<file path="src/logic/cfc_consts.vh">
// constants for the conditional flow control block
// assumes a single 20 MHz core clock and a decode stage that reports
// each conditional instruction and each following instruction
`ifndef CFC_CONSTS_VH
`define CFC_CONSTS_VH

// ==========================================================
// timing
`define CFC_CLK_NS 50
`define CFC_TAKEN_CYC 4
`define CFC_UNTAKEN_CYC 2
`define CFC_WAIT_CYC 2'h1
`define CFC_FLUSH_CYC 2'h2
`define CFC_SLOT_WORDS 2'h2

// ==========================================================
// instruction kinds
`define CFC_K_BRANCH 3'h0
`define CFC_K_CALL 3'h1
`define CFC_K_EXIT 3'h2
`define CFC_K_BRANCH_D 3'h3
`define CFC_K_CALL_D 3'h4
`define CFC_K_EXIT_D 3'h5
`define CFC_K_XC1 3'h6
`define CFC_K_XC2 3'h7

// ==========================================================
// condition field: [10] g1 en, [9:7] g1 sel, [6] g2 en, [5] g2 set,
// [4] g3 en, [3] g3 set, [2] g4 en, [1:0] g4 sel
`define CFC_COND_W 11
`define CFC_G1_EN 10
`define CFC_G1_HI 9
`define CFC_G1_LO 7
`define CFC_G2_EN 6
`define CFC_G2_SET 5
`define CFC_G3_EN 4
`define CFC_G3_SET 3
`define CFC_G4_EN 2
`define CFC_G4_HI 1
`define CFC_G4_LO 0
`define CFC_G1_ZERO 3'h0
`define CFC_G1_NONZERO 3'h1
`define CFC_G1_NEG 3'h2
`define CFC_G1_NONPOS 3'h3
`define CFC_G1_POS 3'h4
`define CFC_G1_NONNEG 3'h5
`define CFC_G4_TC_CLR 2'h0
`define CFC_G4_TC_SET 2'h1
`define CFC_G4_PIN_LOW 2'h2

// ==========================================================
// register map
`define CFC_A_CTRL 4'h0
`define CFC_A_STAT 4'h4
`define CFC_A_TAKEN 4'h8
`define CFC_A_SKIP 4'hC
`define CFC_CTRL_CNT_EN 0
`define CFC_CTRL_CNT_CLR 1
`define CFC_CTRL_RST 1'h1

`endif

</file>
<file path="src/logic/cfc_flow_ctrl.v">
// pipeline control for conditional branch, call, exit and execute_if
// assumes the decode stage pulses instr_go for each conditional
// instruction and slot_go for each instruction decoded after it;
// flags and sum come from logic on ref_clk, the branch pin from outside
//
// Decided for this implementation: the address map and the address-and-strobe port.
`timescale 1ns/100ps
`include "cfc_consts.vh"

module cfc_flow_ctrl #(
    parameter SUM_W = 32,
    parameter PC_W = 16,
    parameter CNT_W = 16
) (
    input wire ref_clk,
    input wire rst,
    // decode side
    input wire instr_go,
    input wire [2:0] instr_kind,
    input wire [`CFC_COND_W-1:0] instr_cond,
    input wire [PC_W-1:0] instr_target,
    input wire [PC_W-1:0] instr_next_pc,
    input wire slot_go,
    input wire slot_two_word,
    // status
    input wire [SUM_W-1:0] sum_value,
    input wire carry_flag,
    input wire wrap_flag,
    input wire test_flag,
    input wire branch_pin,
    // pipeline controls
    output reg stall_dec_q,
    output reg flush_q,
    output reg pc_load_q,
    output reg [PC_W-1:0] pc_target_q,
    output reg ret_push_q,
    output reg [PC_W-1:0] ret_addr_q,
    output reg ret_pop_q,
    output reg nop_sub_q,
    output reg cond_met_q,
    // register port
    input wire [3:0] reg_addr,
    input wire [31:0] reg_wdata,
    input wire reg_wr,
    input wire reg_rd,
    output reg [31:0] reg_rdata_q
);
    // ==========================================================
    // states
    localparam ST_IDLE = 3'h0;
    localparam ST_WAIT = 3'h1;
    localparam ST_FLUSH = 3'h2;
    localparam ST_DSLOT = 3'h3;
    localparam ST_XSLOT = 3'h4;

    // words a decoded slot instruction occupies
    function [1:0] words_of;
        input two_word;
        begin
            words_of = two_word ? 2'h2 : 2'h1;
        end
    endfunction

    // true when a slot instruction uses up the remaining words
    function slots_done;
        input two_word;
        input [1:0] left;
        begin
            slots_done = (words_of(two_word) >= left);
        end
    endfunction

    // ==========================================================
    // declarations
    reg [2:0] state_q;
    reg [2:0] state_d;
    reg [1:0] cnt_q;
    reg [1:0] cnt_d;
    reg [1:0] left_q;
    reg [1:0] left_d;
    reg [2:0] kind_q;
    reg [2:0] kind_d;
    reg [`CFC_COND_W-1:0] cond_q;
    reg [`CFC_COND_W-1:0] cond_d;
    reg [PC_W-1:0] tgt_q;
    reg [PC_W-1:0] tgt_d;
    reg [PC_W-1:0] nxt_q;
    reg [PC_W-1:0] nxt_d;
    reg pin_s1_q;
    reg pin_s2_q;
    reg [SUM_W-1:0] sum_past_q;
    reg carry_past_q;
    reg wrap_past_q;
    reg test_past_q;
    reg pin_past_q;
    reg stall_d;
    reg flush_d;
    reg pc_load_d;
    reg ret_push_d;
    reg ret_pop_d;
    reg nop_sub_d;
    reg cond_met_d;
    reg ev_met;
    reg ev_skip;
    reg cnt_en_q;
    reg [CNT_W-1:0] taken_cnt_q;
    reg [CNT_W-1:0] skip_cnt_q;
    wire met_live;
    wire met_go;
    wire met_past;
    wire is_delayed;
    wire is_xc;
    wire ctrl_wr;
    wire cnt_clr;

    // ==========================================================
    // branch pin synchroniser; only the second stage is read
    always @(posedge ref_clk)
    begin
        if (rst)
        begin
            pin_s1_q <= 1'b1;
            pin_s2_q <= 1'b1;
        end
        else
        begin
            pin_s1_q <= branch_pin;
            pin_s2_q <= pin_s1_q;
        end
    end

    // status one cycle old for execute_if; an interrupt taken before
    // execute_if simply delays instr_go, so its flag changes are seen
    always @(posedge ref_clk)
    begin
        if (rst)
        begin
            sum_past_q <= {SUM_W{1'b0}};
            carry_past_q <= 1'b0;
            wrap_past_q <= 1'b0;
            test_past_q <= 1'b0;
            pin_past_q <= 1'b1;
        end
        else
        begin
            sum_past_q <= sum_value;
            carry_past_q <= carry_flag;
            wrap_past_q <= wrap_flag;
            test_past_q <= test_flag;
            pin_past_q <= pin_s2_q;
        end
    end

    // ==========================================================
    // evaluators: held instruction on live status, new instruction on
    // live status, new instruction on status one cycle old
    cfc_cond_eval #(.SUM_W(SUM_W)) u_eval_live (
        .cond(cond_q),
        .sum_value(sum_value),
        .carry_flag(carry_flag),
        .wrap_flag(wrap_flag),
        .test_flag(test_flag),
        .pin_level(pin_s2_q),
        .met(met_live)
    );

    cfc_cond_eval #(.SUM_W(SUM_W)) u_eval_go (
        .cond(instr_cond),
        .sum_value(sum_value),
        .carry_flag(carry_flag),
        .wrap_flag(wrap_flag),
        .test_flag(test_flag),
        .pin_level(pin_s2_q),
        .met(met_go)
    );

    cfc_cond_eval #(.SUM_W(SUM_W)) u_eval_past (
        .cond(instr_cond),
        .sum_value(sum_past_q),
        .carry_flag(carry_past_q),
        .wrap_flag(wrap_past_q),
        .test_flag(test_past_q),
        .pin_level(pin_past_q),
        .met(met_past)
    );

    // every conditional kind carries the full grouped condition field
    assign is_delayed = (instr_kind == `CFC_K_BRANCH_D) ||
                        (instr_kind == `CFC_K_CALL_D) ||
                        (instr_kind == `CFC_K_EXIT_D);
    assign is_xc = (instr_kind == `CFC_K_XC1) || (instr_kind == `CFC_K_XC2);

    // ==========================================================
    // control state machine
    always @*
    begin
        state_d = state_q;
        cnt_d = cnt_q;
        left_d = left_q;
        kind_d = kind_q;
        cond_d = cond_q;
        tgt_d = tgt_q;
        nxt_d = nxt_q;
        stall_d = 1'b0;
        flush_d = 1'b0;
        pc_load_d = 1'b0;
        ret_push_d = 1'b0;
        ret_pop_d = 1'b0;
        nop_sub_d = 1'b0;
        cond_met_d = cond_met_q;
        ev_met = 1'b0;
        ev_skip = 1'b0;
        case (state_q)
            ST_IDLE:
            begin
                if (instr_go)
                begin
                    kind_d = instr_kind;
                    cond_d = instr_cond;
                    tgt_d = instr_target;
                    nxt_d = instr_next_pc;
                    if (is_xc)
                    begin
                        // decision made before the covered words decode
                        cond_met_d = met_past;
                        ev_met = met_past;
                        ev_skip = !met_past;
                        if (!met_past)
                        begin
                            left_d = (instr_kind == `CFC_K_XC2) ? 2'h2 : 2'h1;
                            nop_sub_d = 1'b1;
                            state_d = ST_XSLOT;
                        end
                    end
                    else if (is_delayed)
                    begin
                        // status sampled now, before any slot instruction
                        cond_met_d = met_go;
                        ev_met = met_go;
                        ev_skip = !met_go;
                        if (met_go)
                        begin
                            left_d = `CFC_SLOT_WORDS;
                            state_d = ST_DSLOT;
                        end
                    end
                    else
                    begin
                        // previous instruction still completing its flags
                        stall_d = 1'b1;
                        cnt_d = `CFC_WAIT_CYC;
                        state_d = ST_WAIT;
                    end
                end
            end
            ST_WAIT:
            begin
                if (cnt_q > 2'h1)
                begin
                    cnt_d = cnt_q - 2'h1;
                    stall_d = 1'b1;
                end
                else
                begin
                    cond_met_d = met_live;
                    ev_met = met_live;
                    ev_skip = !met_live;
                    if (met_live)
                    begin
                        // redirect and refill: two more dead cycles
                        pc_load_d = (kind_q != `CFC_K_EXIT);
                        ret_push_d = (kind_q == `CFC_K_CALL);
                        ret_pop_d = (kind_q == `CFC_K_EXIT);
                        flush_d = 1'b1;
                        stall_d = 1'b1;
                        cnt_d = `CFC_FLUSH_CYC;
                        state_d = ST_FLUSH;
                    end
                    else
                    begin
                        // fetched next instruction goes on to decode
                        state_d = ST_IDLE;
                    end
                end
            end
            ST_FLUSH:
            begin
                if (cnt_q > 2'h1)
                begin
                    cnt_d = cnt_q - 2'h1;
                    stall_d = 1'b1;
                end
                else
                begin
                    state_d = ST_IDLE;
                end
            end
            ST_DSLOT:
            begin
                // slot words run normally; transfer after the last one
                if (slot_go)
                begin
                    if (slots_done(slot_two_word, left_q))
                    begin
                        pc_load_d = (kind_q != `CFC_K_EXIT_D);
                        ret_push_d = (kind_q == `CFC_K_CALL_D);
                        ret_pop_d = (kind_q == `CFC_K_EXIT_D);
                        left_d = 2'h0;
                        state_d = ST_IDLE;
                    end
                    else
                    begin
                        left_d = left_q - words_of(slot_two_word);
                    end
                end
            end
            ST_XSLOT:
            begin
                nop_sub_d = 1'b1;
                if (slot_go)
                begin
                    if (slots_done(slot_two_word, left_q))
                    begin
                        nop_sub_d = 1'b0;
                        left_d = 2'h0;
                        state_d = ST_IDLE;
                    end
                    else
                    begin
                        left_d = left_q - words_of(slot_two_word);
                    end
                end
            end
            default:
            begin
                state_d = ST_IDLE;
            end
        endcase
    end

    // state and output registers
    always @(posedge ref_clk)
    begin
        if (rst)
        begin
            state_q <= ST_IDLE;
            cnt_q <= 2'h0;
            left_q <= 2'h0;
            kind_q <= `CFC_K_BRANCH;
            cond_q <= {`CFC_COND_W{1'b0}};
            tgt_q <= {PC_W{1'b0}};
            nxt_q <= {PC_W{1'b0}};
            stall_dec_q <= 1'b0;
            flush_q <= 1'b0;
            pc_load_q <= 1'b0;
            pc_target_q <= {PC_W{1'b0}};
            ret_push_q <= 1'b0;
            ret_addr_q <= {PC_W{1'b0}};
            ret_pop_q <= 1'b0;
            nop_sub_q <= 1'b0;
            cond_met_q <= 1'b0;
        end
        else
        begin
            state_q <= state_d;
            cnt_q <= cnt_d;
            left_q <= left_d;
            kind_q <= kind_d;
            cond_q <= cond_d;
            tgt_q <= tgt_d;
            nxt_q <= nxt_d;
            stall_dec_q <= stall_d;
            flush_q <= flush_d;
            pc_load_q <= pc_load_d;
            pc_target_q <= tgt_d;
            ret_push_q <= ret_push_d;
            ret_addr_q <= nxt_d;
            ret_pop_q <= ret_pop_d;
            nop_sub_q <= nop_sub_d;
            cond_met_q <= cond_met_d;
        end
    end

    // ==========================================================
    // statistics counters; an event in the clear cycle counts as one
    assign ctrl_wr = reg_wr && (reg_addr == `CFC_A_CTRL);
    assign cnt_clr = ctrl_wr && reg_wdata[`CFC_CTRL_CNT_CLR];

    always @(posedge ref_clk)
    begin
        if (rst)
        begin
            cnt_en_q <= `CFC_CTRL_RST;
            taken_cnt_q <= {CNT_W{1'b0}};
            skip_cnt_q <= {CNT_W{1'b0}};
        end
        else
        begin
            if (ctrl_wr)
            begin
                cnt_en_q <= reg_wdata[`CFC_CTRL_CNT_EN];
            end
            if (cnt_clr)
            begin
                taken_cnt_q <= {{(CNT_W-1){1'b0}}, ev_met && cnt_en_q};
                skip_cnt_q <= {{(CNT_W-1){1'b0}}, ev_skip && cnt_en_q};
            end
            else if (cnt_en_q)
            begin
                taken_cnt_q <= taken_cnt_q + {{(CNT_W-1){1'b0}}, ev_met};
                skip_cnt_q <= skip_cnt_q + {{(CNT_W-1){1'b0}}, ev_skip};
            end
        end
    end

    // read data valid only in the cycle after the strobe
    always @(posedge ref_clk)
    begin
        if (rst)
        begin
            reg_rdata_q <= 32'h00000000;
        end
        else if (reg_rd)
        begin
            case (reg_addr)
                `CFC_A_CTRL: reg_rdata_q <= {31'h00000000, cnt_en_q};
                `CFC_A_STAT: reg_rdata_q <= {24'h000000, nop_sub_q, stall_dec_q,
                                             cond_met_q, 2'h0, state_q};
                `CFC_A_TAKEN: reg_rdata_q <= {{(32-CNT_W){1'b0}}, taken_cnt_q};
                `CFC_A_SKIP: reg_rdata_q <= {{(32-CNT_W){1'b0}}, skip_cnt_q};
                default: reg_rdata_q <= 32'h00000000;
            endcase
        end
        else
        begin
            reg_rdata_q <= 32'h00000000;
        end
    end

endmodule // cfc_flow_ctrl

</file>
<file path="src/logic/cfc_cond_eval.v">
// condition evaluator for the conditional flow control block
// assumes flags and accumulator are stable in the cycle they are read
`timescale 1ns/100ps
`include "cfc_consts.vh"

module cfc_cond_eval #(
    parameter SUM_W = 32
) (
    input wire [`CFC_COND_W-1:0] cond,
    input wire [SUM_W-1:0] sum_value,
    input wire carry_flag,
    input wire wrap_flag,
    input wire test_flag,
    input wire pin_level,
    output wire met
);
    // ==========================================================
    // per-group tests
    wire s_zero;
    wire s_neg;
    reg g1_ok;
    wire g2_ok;
    wire g3_ok;
    reg g4_ok;

    assign s_zero = (sum_value == {SUM_W{1'b0}});
    assign s_neg = sum_value[SUM_W-1];

    // signed compare of the sum register against zero
    always @*
    begin
        case (cond[`CFC_G1_HI:`CFC_G1_LO])
            `CFC_G1_ZERO: g1_ok = s_zero;
            `CFC_G1_NONZERO: g1_ok = !s_zero;
            `CFC_G1_NEG: g1_ok = s_neg;
            `CFC_G1_NONPOS: g1_ok = s_neg || s_zero;
            `CFC_G1_POS: g1_ok = !s_neg && !s_zero;
            `CFC_G1_NONNEG: g1_ok = !s_neg;
            default: g1_ok = 1'b0; // undefined codes never satisfy
        endcase
    end

    assign g2_ok = (wrap_flag == cond[`CFC_G2_SET]);
    assign g3_ok = (carry_flag == cond[`CFC_G3_SET]);

    // test flag or branch pin, the pin being active low
    always @*
    begin
        case (cond[`CFC_G4_HI:`CFC_G4_LO])
            `CFC_G4_TC_CLR: g4_ok = !test_flag;
            `CFC_G4_TC_SET: g4_ok = test_flag;
            `CFC_G4_PIN_LOW: g4_ok = !pin_level;
            default: g4_ok = 1'b0;
        endcase
    end

    // ==========================================================
    // one field per group, disabled groups pass; all-off is always_true
    assign met = (!cond[`CFC_G1_EN] || g1_ok) &&
                 (!cond[`CFC_G2_EN] || g2_ok) &&
                 (!cond[`CFC_G3_EN] || g3_ok) &&
                 (!cond[`CFC_G4_EN] || g4_ok);

endmodule // cfc_cond_eval

</file>
<file path="config.mk">
export PLATFORM = sky130hd
export DESIGN_NAME = cfc_flow_ctrl
export DESIGN_NICKNAME = d
export VERILOG_FILES = /design/src/logic/cfc_flow_ctrl.v /design/src/logic/cfc_cond_eval.v
export VERILOG_INCLUDE_DIRS = /design/src /design/src/logic
export SDC_FILE = /design/constraint.sdc
export NUM_CORES = 1
export LEC_CHECK = 0
export BUFFER_PORTS_ARGS = -buffer_cell sky130_fd_sc_hd__buf_2
export CAP_MARGIN = 5
export CELL_PAD_IN_SITES_DETAIL_PLACEMENT = 0
export CELL_PAD_IN_SITES_GLOBAL_PLACEMENT = 1
export CORE_MARGIN = 3
export CORE_UTILIZATION = 37
export DETAILED_ROUTE_END_ITERATION = 6
export PLACE_DENSITY_LB_ADDON = 0.08
export SETUP_SLACK_MARGIN = 0.02
export SYNTH_ARGS = -nofsm -noshare
export SYNTH_HDL_FRONTEND = slang
export SYNTH_SLANG_ARGS = --single-unit
</file>
<file path="constraint.sdc">
create_clock -name ref_clk -period 3.1 [get_ports ref_clk]
set_input_delay 0.155 -clock ref_clk [delete_from_list [all_inputs] [get_ports ref_clk]]
set_output_delay 0.155 -clock ref_clk [all_outputs]
set_load 0.005 [all_outputs]
</file>
; ---- Yosys cells after proc, flatten, opt, wreduce, memory -nomap -nowiden
; Cells that the tools add are included.
[word_totals]
register_bits = 163
inputBits = 125
out_inout_bits = 71
word_cells = 240
[op_classes]
add_sub_neg = 4
magnitude_cmp = 2
eq_ne = 51
muxes = 82
n_bitwise = 2
n_reduce_logical = 72
[ops]
columns = op, n
row1 = 32-bit logical NOT, 2
row2 = 16-bit case mux with 4 select lines, 1
row3 = 1-bit two-way mux, 39
row4 = "3-bit == test, second input constant", 11
row5 = 16-bit by 1-bit adder with 16-bit output, 2
row6 = 2-bit two-way mux, 16
row7 = 3-bit two-way mux, 9
row8 = "3-bit by 2-bit == test with 1-bit output, second input constant", 8
row9 = 1-bit logical NOT, 19
row10 = 1-bit case mux with 6 select lines, 3
row11 = 1-bit logical OR, 17
row12 = 1-bit logical AND, 15
row13 = "3-bit != test, second input constant", 5
row14 = 1-bit case mux with 2 select lines, 7
row15 = "3-bit by 1-bit == test with 1-bit output, second input constant", 4
row16 = "2-bit != test, second input constant", 6
row17 = 1-bit case mux with 3 select lines, 4
row18 = 3-bit case mux with 4 select lines, 1
row19 = 6-bit AND reduction, 2
row20 = 3-bit logical NOT, 3
row21 = "4-bit == test, second input constant", 2
row22 = 7-bit AND reduction, 1
row23 = 1-bit == test, 6
row24 = 2-bit case mux with 3 select lines, 1
row25 = other kinds (20), 29

; ---- Logic depth before layout (Yosys ltp)
; Gate-level depths: netlist of the first run.
[depth]
word_depth = 16
depth_mapped = 15
mapped_depth_nobuf = 14

; ---- By module
; Synthesis of the first run repeated with hierarchy kept, for this count alone.
[hier_totals]
hier_cells = 729
hier_area_um2 = 6416.2
[modules_own_cells]
columns = module, instances, cells_per_inst, area_each_um2, seq_area_each_um2
row1 = cfc_flow_ctrl, 1, 648, 5804.3, 2942.8
row2 = cfc_cond_eval, 3, 27, 203.9, 0.0

; ---- Worst setup path after synthesis of the first run
; Ideal clock, no wire load.
[synth_timing]
kind = register to register
start = register state_q[1]
end = register skip_cnt_q[14]
setup_ns = 0.128
t_arrival_ns = 2.674
t_required_ns = 2.972
path_slack_ns = 0.299
path_stages_with_launch = 15
synth_period_minus_slack_ns = 2.801
path_cell_list = dfxtp_1 > clkbuf_1 > or2_2 > clkbuf_1 > nor2_1 > and2_1 > nand2_1 > o31ai_2 > ha_1 > ha_1 > nand2_1 > nor3_1 > nand3_1 > xor2_1 > nor2_1
[synth_via]
elab_chain_len = 3
elab_cells_between_ends = 4
[synth_rtl]
columns = item, line_no
row1 = start: declaration, cfc_flow_ctrl.v:75  ; reg [2:0] state_q;
row2 = start signal: assignment, cfc_flow_ctrl.v:365  ; state_q <= state_d;
row3 = 3-bit by 1-bit == test with 1-bit output or 3-bit logical NOT (tied branches), cfc_flow_ctrl.v:213  ; case (state_q)
row4 = 1-bit case mux with 2 select lines *, cfc_flow_ctrl.v:213
row5 = 16-bit by 1-bit adder with 16-bit output *, cfc_flow_ctrl.v:411  ; skip_cnt_q <= skip_cnt_q + {{(CNT_W-1){1'b0}}, ev_skip};
row6 = end signal: assignment, cfc_flow_ctrl.v:395  ; skip_cnt_q <= {CNT_W{1'b0}};
row7 = end signal: assignment, cfc_flow_ctrl.v:406  ; skip_cnt_q <= {{(CNT_W-1){1'b0}}, ev_skip && cnt_en_q};
row8 = end signal: assignment, cfc_flow_ctrl.v:411
row9 = end: declaration, cfc_flow_ctrl.v:107  ; reg [CNT_W-1:0] skip_cnt_q;
; Every way passes the cells marked *; elsewhere a longest branch is shown, timed or not.
; A chain may end at the register's enable or synchronous reset.

; ---- Final worst setup path of the first run
[layout_timing]
start = input port sum_value[0]
end = register taken_cnt_q[12]
[layout_via]
elab_chain_len = 13
elab_cells_between_ends = 20
[layout_rtl]
columns = item, line_no
row1 = start: declaration, cfc_flow_ctrl.v:26  ; input wire [SUM_W-1:0] sum_value,
row2 = 32-bit logical NOT *, cfc_cond_eval.v:26  ; assign s_zero = (sum_value == {SUM_W{1'b0}});
row3 = 1-bit logical NOT, "cfc_cond_eval.v:34, cfc_cond_eval.v:37"
row4 = 1-bit logical AND, cfc_cond_eval.v:37  ; `CFC_G1_POS: g1_ok = !s_neg && !s_zero;
row5 = 1-bit case mux with 6 select lines, cfc_cond_eval.v:32  ; case (cond[`CFC_G1_HI:`CFC_G1_LO])
row6 = 1-bit logical OR, cfc_cond_eval.v:59  ; assign met = (!cond[`CFC_G1_EN] || g1_ok) &&
row7 = 1-bit logical AND (3 in series), cfc_cond_eval.v:59
row8 = 1-bit two-way mux, cfc_flow_ctrl.v:235  ; else if (is_delayed)
row9 = 1-bit two-way mux, cfc_flow_ctrl.v:222  ; if (is_xc)
row10 = 1-bit two-way mux, cfc_flow_ctrl.v:216  ; if (instr_go)
row11 = 1-bit case mux with 2 select lines *, cfc_flow_ctrl.v:213
row12 = 16-bit by 1-bit adder with 16-bit output *, cfc_flow_ctrl.v:410  ; taken_cnt_q <= taken_cnt_q + {{(CNT_W-1){1'b0}}, ev_met};
row13 = end signal: assignment, cfc_flow_ctrl.v:394  ; taken_cnt_q <= {CNT_W{1'b0}};
row14 = end signal: assignment, cfc_flow_ctrl.v:405  ; taken_cnt_q <= {{(CNT_W-1){1'b0}}, ev_met && cnt_en_q};
row15 = end signal: assignment, cfc_flow_ctrl.v:410
row16 = end: declaration, cfc_flow_ctrl.v:106  ; reg [CNT_W-1:0] taken_cnt_q;
; Marked as above.

==> results of run 1 <==
-- where the power goes --
part | internal, mW | total, mW | switching [mW]
sequential | 2.12 | 2.26 | 0.143
clock | 1.29 | 2.07 | 0.786
combinational | 0.689 | 1.59 | 0.896
-- metrics by stage --
stage / utilization [%] / std cells / hold WS (ns)
after floorplan: - / 754 / 0.2588
after global placement: 44.32 / 1102 / 0.3371
after detailed placement: 44.32 / 1102 / 0.3398
after CTS: 51.94 / 1200 / 0.002086
after global routing: 52.76 / 1199 / 0.006697
final: 52.76 / 1199 / 0.01171
-- cells by family (layout without fill, tap and decap cells) --
| logic type | count (synthesis) | count (layout) | share of synthesized area [%] |
|---|---|---|---|
| simple gates | 342 | 342 | 26.78 |
| buf+inv | 65 | 290 | 4.863 |
| flops | 147 | 147 | 46.12 |
| xor+xnor | 34 | 34 | 4.667 |
| fa+ha+maj | 11 | 11 | 2.275 |
| mux | 13 | 13 | 2.196 |
| other cells | 1 | 16 | 0.05877 |
| compound gates | 126 | 126 | 13.04 |
-- registers in the layout, summed over array words and instances (netlist names), 2 cells and up --
signal       flops
taken_cnt_q     16
reg_rdata_q     16
cond_q          11
cnt_q            2
skip_cnt_q      16
nxt_q           16
state_q          3
left_q           2
tgt_q           16
kind_q           3
sum_past_q      32
-- worst max path at each step --
| stage | cells past startpoint | slack (ns) | to | start |
|---|---|---|---|---|
| 2_1_floorplan | 14 | 0.30 | skip_cnt_q[14] | state_q[1] |
| 3_3_place_gp | 16 | -0.07 | taken_cnt_q[12] | sum_value[7] |
| 3_5_place_dp | 14 | -0.1 | taken_cnt_q[12] | sum_past_q[14] |
| 4_1_cts | 14 | 0.04 | taken_cnt_q[12] | sum_past_q[27] |
| 5_1_grt | 15 | -0.02 | taken_cnt_q[8] | sum_value[0] |
| 6_report | 16 | 0.15 | taken_cnt_q[12] | sum_value[0] |
-- what timing repair did --
action,4_1_cts,5_1_grt
buffers inserted,0,2
endpoints found under the hold margin,67,0
hold buffers,67,0
gates resized for setup,3,23
pin swaps,0,13
endpoints found under the setup margin,4,23
-- cells in the mapped netlist (3+ instances only) --
| cell type | count |
|---|---|
| inv_1 | 14 |
| or3_1 | 4 |
| ha_1 | 10 |
| nor4_4 | 3 |
| and2_1 | 3 |
| a211oi_1 | 6 |
| xnor2_1 | 4 |
| o211ai_1 | 3 |
| mux2_2 | 7 |
| xor2_1 | 30 |
| nor3b_1 | 3 |
| buf_4 | 16 |
| and4_1 | 3 |
| dfxtp_1 | 147 |
| a221oi_1 | 4 |
| nor2b_1 | 39 |
| clkbuf_1 | 30 |
| a21oi_1 | 62 |
| nand2_1 | 132 |
| nor3_1 | 12 |
| nor4_2 | 3 |
| nand3b_1 | 6 |
| o21ai_0 | 10 |
| nor2_1 | 70 |
| a22oi_1 | 18 |
| and3_1 | 5 |
| mux2i_1 | 5 |
| nand3_1 | 13 |
| buf_2 | 5 |
| nor4_1 | 14 |
| nand4_1 | 14 |
| nand2b_1 | 5 |
| or2_2 | 6 |
-- worst reg2reg max path, cell delays in order, from the launching register on --
cell	delay [ns]
dfxtp_1	0.30
nor4_2	0.32
nand4_1	0.20
a2111oi_2	0.38
buf_4	0.18
nor3_4	0.04
nor4_2	0.26
or3_4	0.18
ha_4	0.15
ha_2	0.17
nand3_1	0.09
nor2_2	0.18
nand3_1	0.11
xor2_1	0.15
nor2_1	0.05
-- layer usage --
layer  vias to the layer above  global-route usage (%)
met3                        15                   5.186
met1                      2737                   23.08
li1                       2951                       -
met5                         -                       0
met2                       149                   29.18
met4                         2                   5.100
-- cell type report --
type | instances | share of cell area (%)
multi-input combinational | 542 | 37.67
sequential | 147 | 33.28
timing repair buffer | 245 | 18.59
clock buffer | 23 | 5.632
tap | 220 | 3.113
clock inverter | 8 | 1.118
inverter | 14 | 0.5943
==> metrics.txt, run 1 <==
# rows=47; GRT Resource Usage Total=~18%; First-pass DRT Iterations=4; hold depth=2; CP cell instances=dlygate4sd3_1, buf_2, nor4_4, nand4_1, buf_4, o311ai_4, and2_4, a211oi_4, or3_4, ha_4, ha_2, nand3_1, nor2_2, nand3_1, xor2_1, nor2_1; io pins=approximately 200; final WL=between 15000 and 20000 µm; Crit. End Element=flip-flop; Netlist Area Pre-Place=6381 µm²; Antenna Cells=0; WHS Endpoint=sum_past_q[26]; register area share after synthesis=between 40% and 50%; Yosys reg bits=between 100 and 150; share of layout cells above drive strength 1=26.35%; register area=a little under 3000 µm²; Worst path max stage delay=0.53 ns; TritonCTS clock tree=yes; Yosys cell types=60; FMAX=about 340 MHz; CTS H-tree depth=4; GRT overflow=0; Final setup viols=0; 1st-iter DRT viols=250; critical hold path startpoint=sum_value[26]; required time worst endpoint=about 3.4 ns; Skew-Pair Late Insertion Delay=roughly 0.42 ns; CTS max path bufs=2; CTS sink cnt=147; max_slew headroom=42.58%; WP buf/inv=3; vias post-DR=around 5900; ys async rst share=0%; port buffer count=roughly 150; Final Hold Fails=0; vias per cell=between 4 and 5; Root Driver=clkbuf_16; most frequent cells in the layout=dfxtp_1 (147), buf_2 (146), nand2_1 (132), nor2_1 (67), dlygate4sd3_1 (66); startpoint types=input pin; ranking of synthesized cells by area=dfxtp_1 (46%), nand2_1 (7.8%), a21oi_1 (4.9%); global-route wire length before repair=26990 µm; Setup Skew=about 0.011 ns; top cell type by total area after synthesis=dfxtp_1; DR top layer=met5; placer congestion estimate=between 0.8 and 0.9; max cap viols=0; DIE HEIGHT=137.3 µm; R2R Setup Slk=around 0.20 ns; Yosys top cell area share=approximately 46%; placed wire-length estimate=roughly 12000 µm; worst-case reg-to-reg path depth=14; WS Path Type=in -> reg; pre-CTS WS=-0.09608 ns; initial antenna violation count=1; worst-margin pin slew=0.8582 ns; Initial Utilization=a little under two fifths; crit-path max FO=4; Setup TNS Final=0 ns; Syn. warnings=0; EDFF count, synth=0; HP Class=in -> reg; die area=~19000 µm²; worst r2r dst=taken_cnt_q[12]; Routed WL per cell=14.03 µm; RSZ-0062 raised after global routing=yes; crit path DAT=between 3 and 4 ns; commonest non-fill, non-tap cell in the layout=dfxtp_1; met3 WL=around 900 µm; Filler cells=about 1600; Final Max Slew Viols=0; PD cells=between 600 and 700 nW/µm²; crit-path most repeated cell=nand3_1; Die W=about 140 µm; CTS clock-pin slew for the worst setup and hold paths=0.06 ns; CP delay by family, top=simple AND/OR/NAND/NOR gates; maximum number of pins on one net before global-route repair=between 70 and 80; post-route clock period utilization=95.12%; wire length on met2=8110 µm; Post-Syn Instances=~740; number of global-route vias before repair=roughly 5600; fin crit period=2.949 ns; fin area=slightly below 9000 µm²; core area=roughly 17000 µm²; Synth Flop Type=dfxtp_1; RR Startpoint=sum_past_q[14]; area occupied by multi-input gates=about 3300 µm²; placed cell area=roughly 7400 µm²; nets@finish=roughly 1100; area growth from synthesis to layout=38.57%; met1 wire length=7621 µm; Post-DRT Antenna Nets=0; mean post-synth cell area=around 8.6 µm²; Peak supply drop=between 0.0003 and 0.0004 V; Leak=roughly 3.7 nW; Tot Pwr=about 5.9 mW; DRC errors left=0; CTS Buf Count=17; outcome=completed; Final Worst Setup Slack=between 0.15 and 0.2 ns; Crit-path slowest cell=dlygate4sd3_1
(Power assumes the default switching activity.)
==> run 2, diff against run 1 <==
- CELL_PAD_IN_SITES_DETAIL_PLACEMENT: 0 -> not set
- CELL_PAD_IN_SITES_GLOBAL_PLACEMENT: 1 -> not set
- CORE_UTILIZATION: 37 -> 51
==> run 2 against run 1 <==
Effect of this change:
- power is essentially flat
- flip-flop and latch count is the same
- critical path depth is the same
- combinational power is essentially flat
- hold slack gained 0.0049 ns
- register-to-register slack gained 0.03 ns
- utilization grew 20 points
- via count grew 0.97%
==> metrics.txt, run 2 (synthesized netlist as in run 1, its figures left out) <==
commonest non-fill, non-tap cell in the layout=dfxtp_1 (unchanged); Peak supply drop=0.0005339 V (was 0.0003758 V); crit path DAT=3.25 ns (about the same); Setup Skew=0.007182 ns (was 0.01079 ns); global-route wire length before repair=26940 µm (was 26990 µm); crit-path most repeated cell=nor4_4 (was nand3_1); GRT overflow=0 (unchanged); Worst path max stage delay=0.53 ns (about the same); fin crit period=2.955 ns (was 2.949 ns); CTS H-tree depth=4 (unchanged); die area=13890 µm² (was 18860 µm²); core area=12110 µm² (was 16760 µm²); Setup TNS Final=0 ns (unchanged); Die W=117.9 µm (was 137.3 µm); maximum number of pins on one net before global-route repair=71 (was 75); placed wire-length estimate=10820 µm (was 11520 µm); startpoint types=input pin (unchanged); port buffer count=149 (unchanged); area occupied by multi-input gates=3387 µm² (was 3331 µm²); CTS Buf Count=17 (unchanged); area growth from synthesis to layout=38.06% (was 38.57%); max_slew headroom=50.24% (was 42.58%); Final setup viols=0 (unchanged); Antenna Cells=0 (unchanged); initial antenna violation count=0 (was 1); Skew-Pair Late Insertion Delay=0.41 ns (was 0.42 ns); share of layout cells above drive strength 1=26.19% (was 26.35%); crit-path max FO=4 (unchanged); # rows=40 (was 47); Initial Utilization=52.69% (was 38.07%); Final Max Slew Viols=0 (unchanged); vias post-DR=5911 (was 5854); CTS max path bufs=2 (unchanged); Largest Register=sum_past_q (unchanged); max reg flops=32 (unchanged); CTS clock-pin slew for the worst setup and hold paths=0.06 ns (about the same); CP cell instances=dlygate4sd3_1, buf_2, nor4_4, nand4_4, o41ai_4, o31a_1, buf_6, nor4_4, or3_4, ha_4, ha_2, nand3_1, nor2_2, buf_4, xnor2_1, nor2_1 (was dlygate4sd3_1, buf_2, nor4_4, nand4_1, buf_4, o311ai_4, and2_4, a211oi_4, or3_4, ha_4, ha_2, nand3_1, nor2_2, nand3_1, xor2_1, nor2_1); Root Driver=clkbuf_16 (unchanged); worst-margin pin slew=0.7437 ns (was 0.8582 ns); vias per cell=5.194 (was 4.882); HP Class=in -> reg (unchanged); nets@finish=1094 (was 1103); FMAX=338.4 MHz (was 339.1 MHz); 1st-iter DRT viols=492 (was 250); RSZ-0062 raised after global routing=no (was yes); DIE HEIGHT=117.9 µm (was 137.3 µm); number of global-route vias before repair=5841 (was 5643); Filler cells=928 (was 1597); WS Path Type=in -> reg (unchanged); register area=2943 µm² (unchanged); required time worst endpoint=3.39 ns (was 3.40 ns); final WL=16420 µm (was 16830 µm); Crit. End Element=flip-flop (unchanged); pre-CTS WS=-0.1329 ns (was -0.09608 ns); Final Hold Fails=0 (unchanged); GRT Resource Usage Total=23.57% (was 17.89%); CTS sink cnt=147 (unchanged); outcome=completed (unchanged); io pins=196 (unchanged); DRC errors left=0 (unchanged); post-route clock period utilization=95.34% (was 95.12%); Final Worst Setup Slack=0.1445 ns (was 0.1513 ns); placer congestion estimate=0.8745 (was 0.8311); Post-DRT Antenna Nets=0 (unchanged); most frequent cells in the layout=dfxtp_1 (147), buf_2 (143), nand2_1 (131), nor2_1 (67), dlygate4sd3_1 (64) (was dfxtp_1 (147), buf_2 (146), nand2_1 (132), nor2_1 (67), dlygate4sd3_1 (66)); PD cells=671.7 nW/µm² (was 669.7 nW/µm²); Crit-path slowest cell=dlygate4sd3_1 (unchanged); Routed WL per cell=14.43 µm (was 14.03 µm); Leak=3.731 nW (was 3.715 nW); TritonCTS clock tree=yes (unchanged); max cap viols=0 (unchanged); First-pass DRT Iterations=5 (was 4)
## run 2: changes by cell type in the layout (fill, tap and decap cells not counted), sizes merged
cell	before	now
dlymetal6s4s	1	4
dlygate4sd3	66	64
clkinv	3	2
buf	178	168
clkbuf	23	24
## run 2: power breakdown
part	leakage (nW)	internal [mW]	switching, mW	total, mW
Sequential	1.20	2.12	0.154	2.27
Clock	0.301	1.33	0.754	2.08
Combinational	2.23	0.667	0.892	1.56
Total	3.73	4.12	1.80	5.92
## run 2: final timing paths
| kind | slack, ns | startpoint | cells after the start | to |
|---|---|---|---|---|
| worst max-delay path | 0.14 | sum_value[18] | 16 | taken_cnt_q[10] |
| worst min-delay path | 0.02 | sum_value[30] | 2 | sum_past_q[30] |
| worst max register to register | 0.23 | sum_past_q[19] | 13 | skip_cnt_q[15] |
| worst min register to register | 0.40 | pin_s1_q | 1 | pin_s2_q |
## run 2: stage by stage
stage | utilization, % | cell area [µm²] | hold WS (ns) | std cells | power [mW]
2_1_floorplan | - | 6437 | 0.2588 | 754 | 3.273
3_3_place_gp | 60.09 | 7278 | 0.3368 | 1039 | 3.668
3_5_place_dp | 60.09 | 7278 | 0.3395 | 1039 | 3.736
4_1_cts | 70.89 | 8586 | 0.0008346 | 1138 | 5.895
5_1_grt | 72.74 | 8810 | 0.01572 | 1138 | 6.252
6_report | 72.74 | 8810 | 0.01657 | 1138 | 5.918
## run 2: cell type report
class / instances / area share, %
Timing Repair Buffer: 236 / 18.18
Sequential cell: 147 / 33.40
Multi-Input combinational cell: 542 / 38.45
Inverter: 14 / 0.5965
Clock inverter: 7 / 1.065
Tap cell: 168 / 2.386
Clock buffer: 24 / 5.922
## run 2: timing repair
| item | in CTS | in global routing |
|---|---|---|
| endpoints found under the setup margin | 7 | 21 |
| gates cloned | 0 | 0 |
| pin swaps | 0 | 20 |
| hold buffers | 68 | 0 |
| endpoints found under the hold margin | 68 | 0 |
| setup buffers | 0 | 6 |
| resized for setup | 3 | 38 |
## run 2: critical path: cells and delay by family
kind / cells / cell delay [ns]
simple gates: 7 / 1.09
buf+inv: 4 / 0.92
compound gates: 2 / 0.56
fa+ha+maj: 2 / 0.36
xor+xnor: 1 / 0.15
## run 2: per-layer routing
metal	vias up	global-route usage, %	part of all wire (%)
met3	24	6.391	5.3
met2	175	41.79	51
met1	2765	27.20	42
li1	2947	-	-
met5	-	0	0
met4	0	8.571	1.8
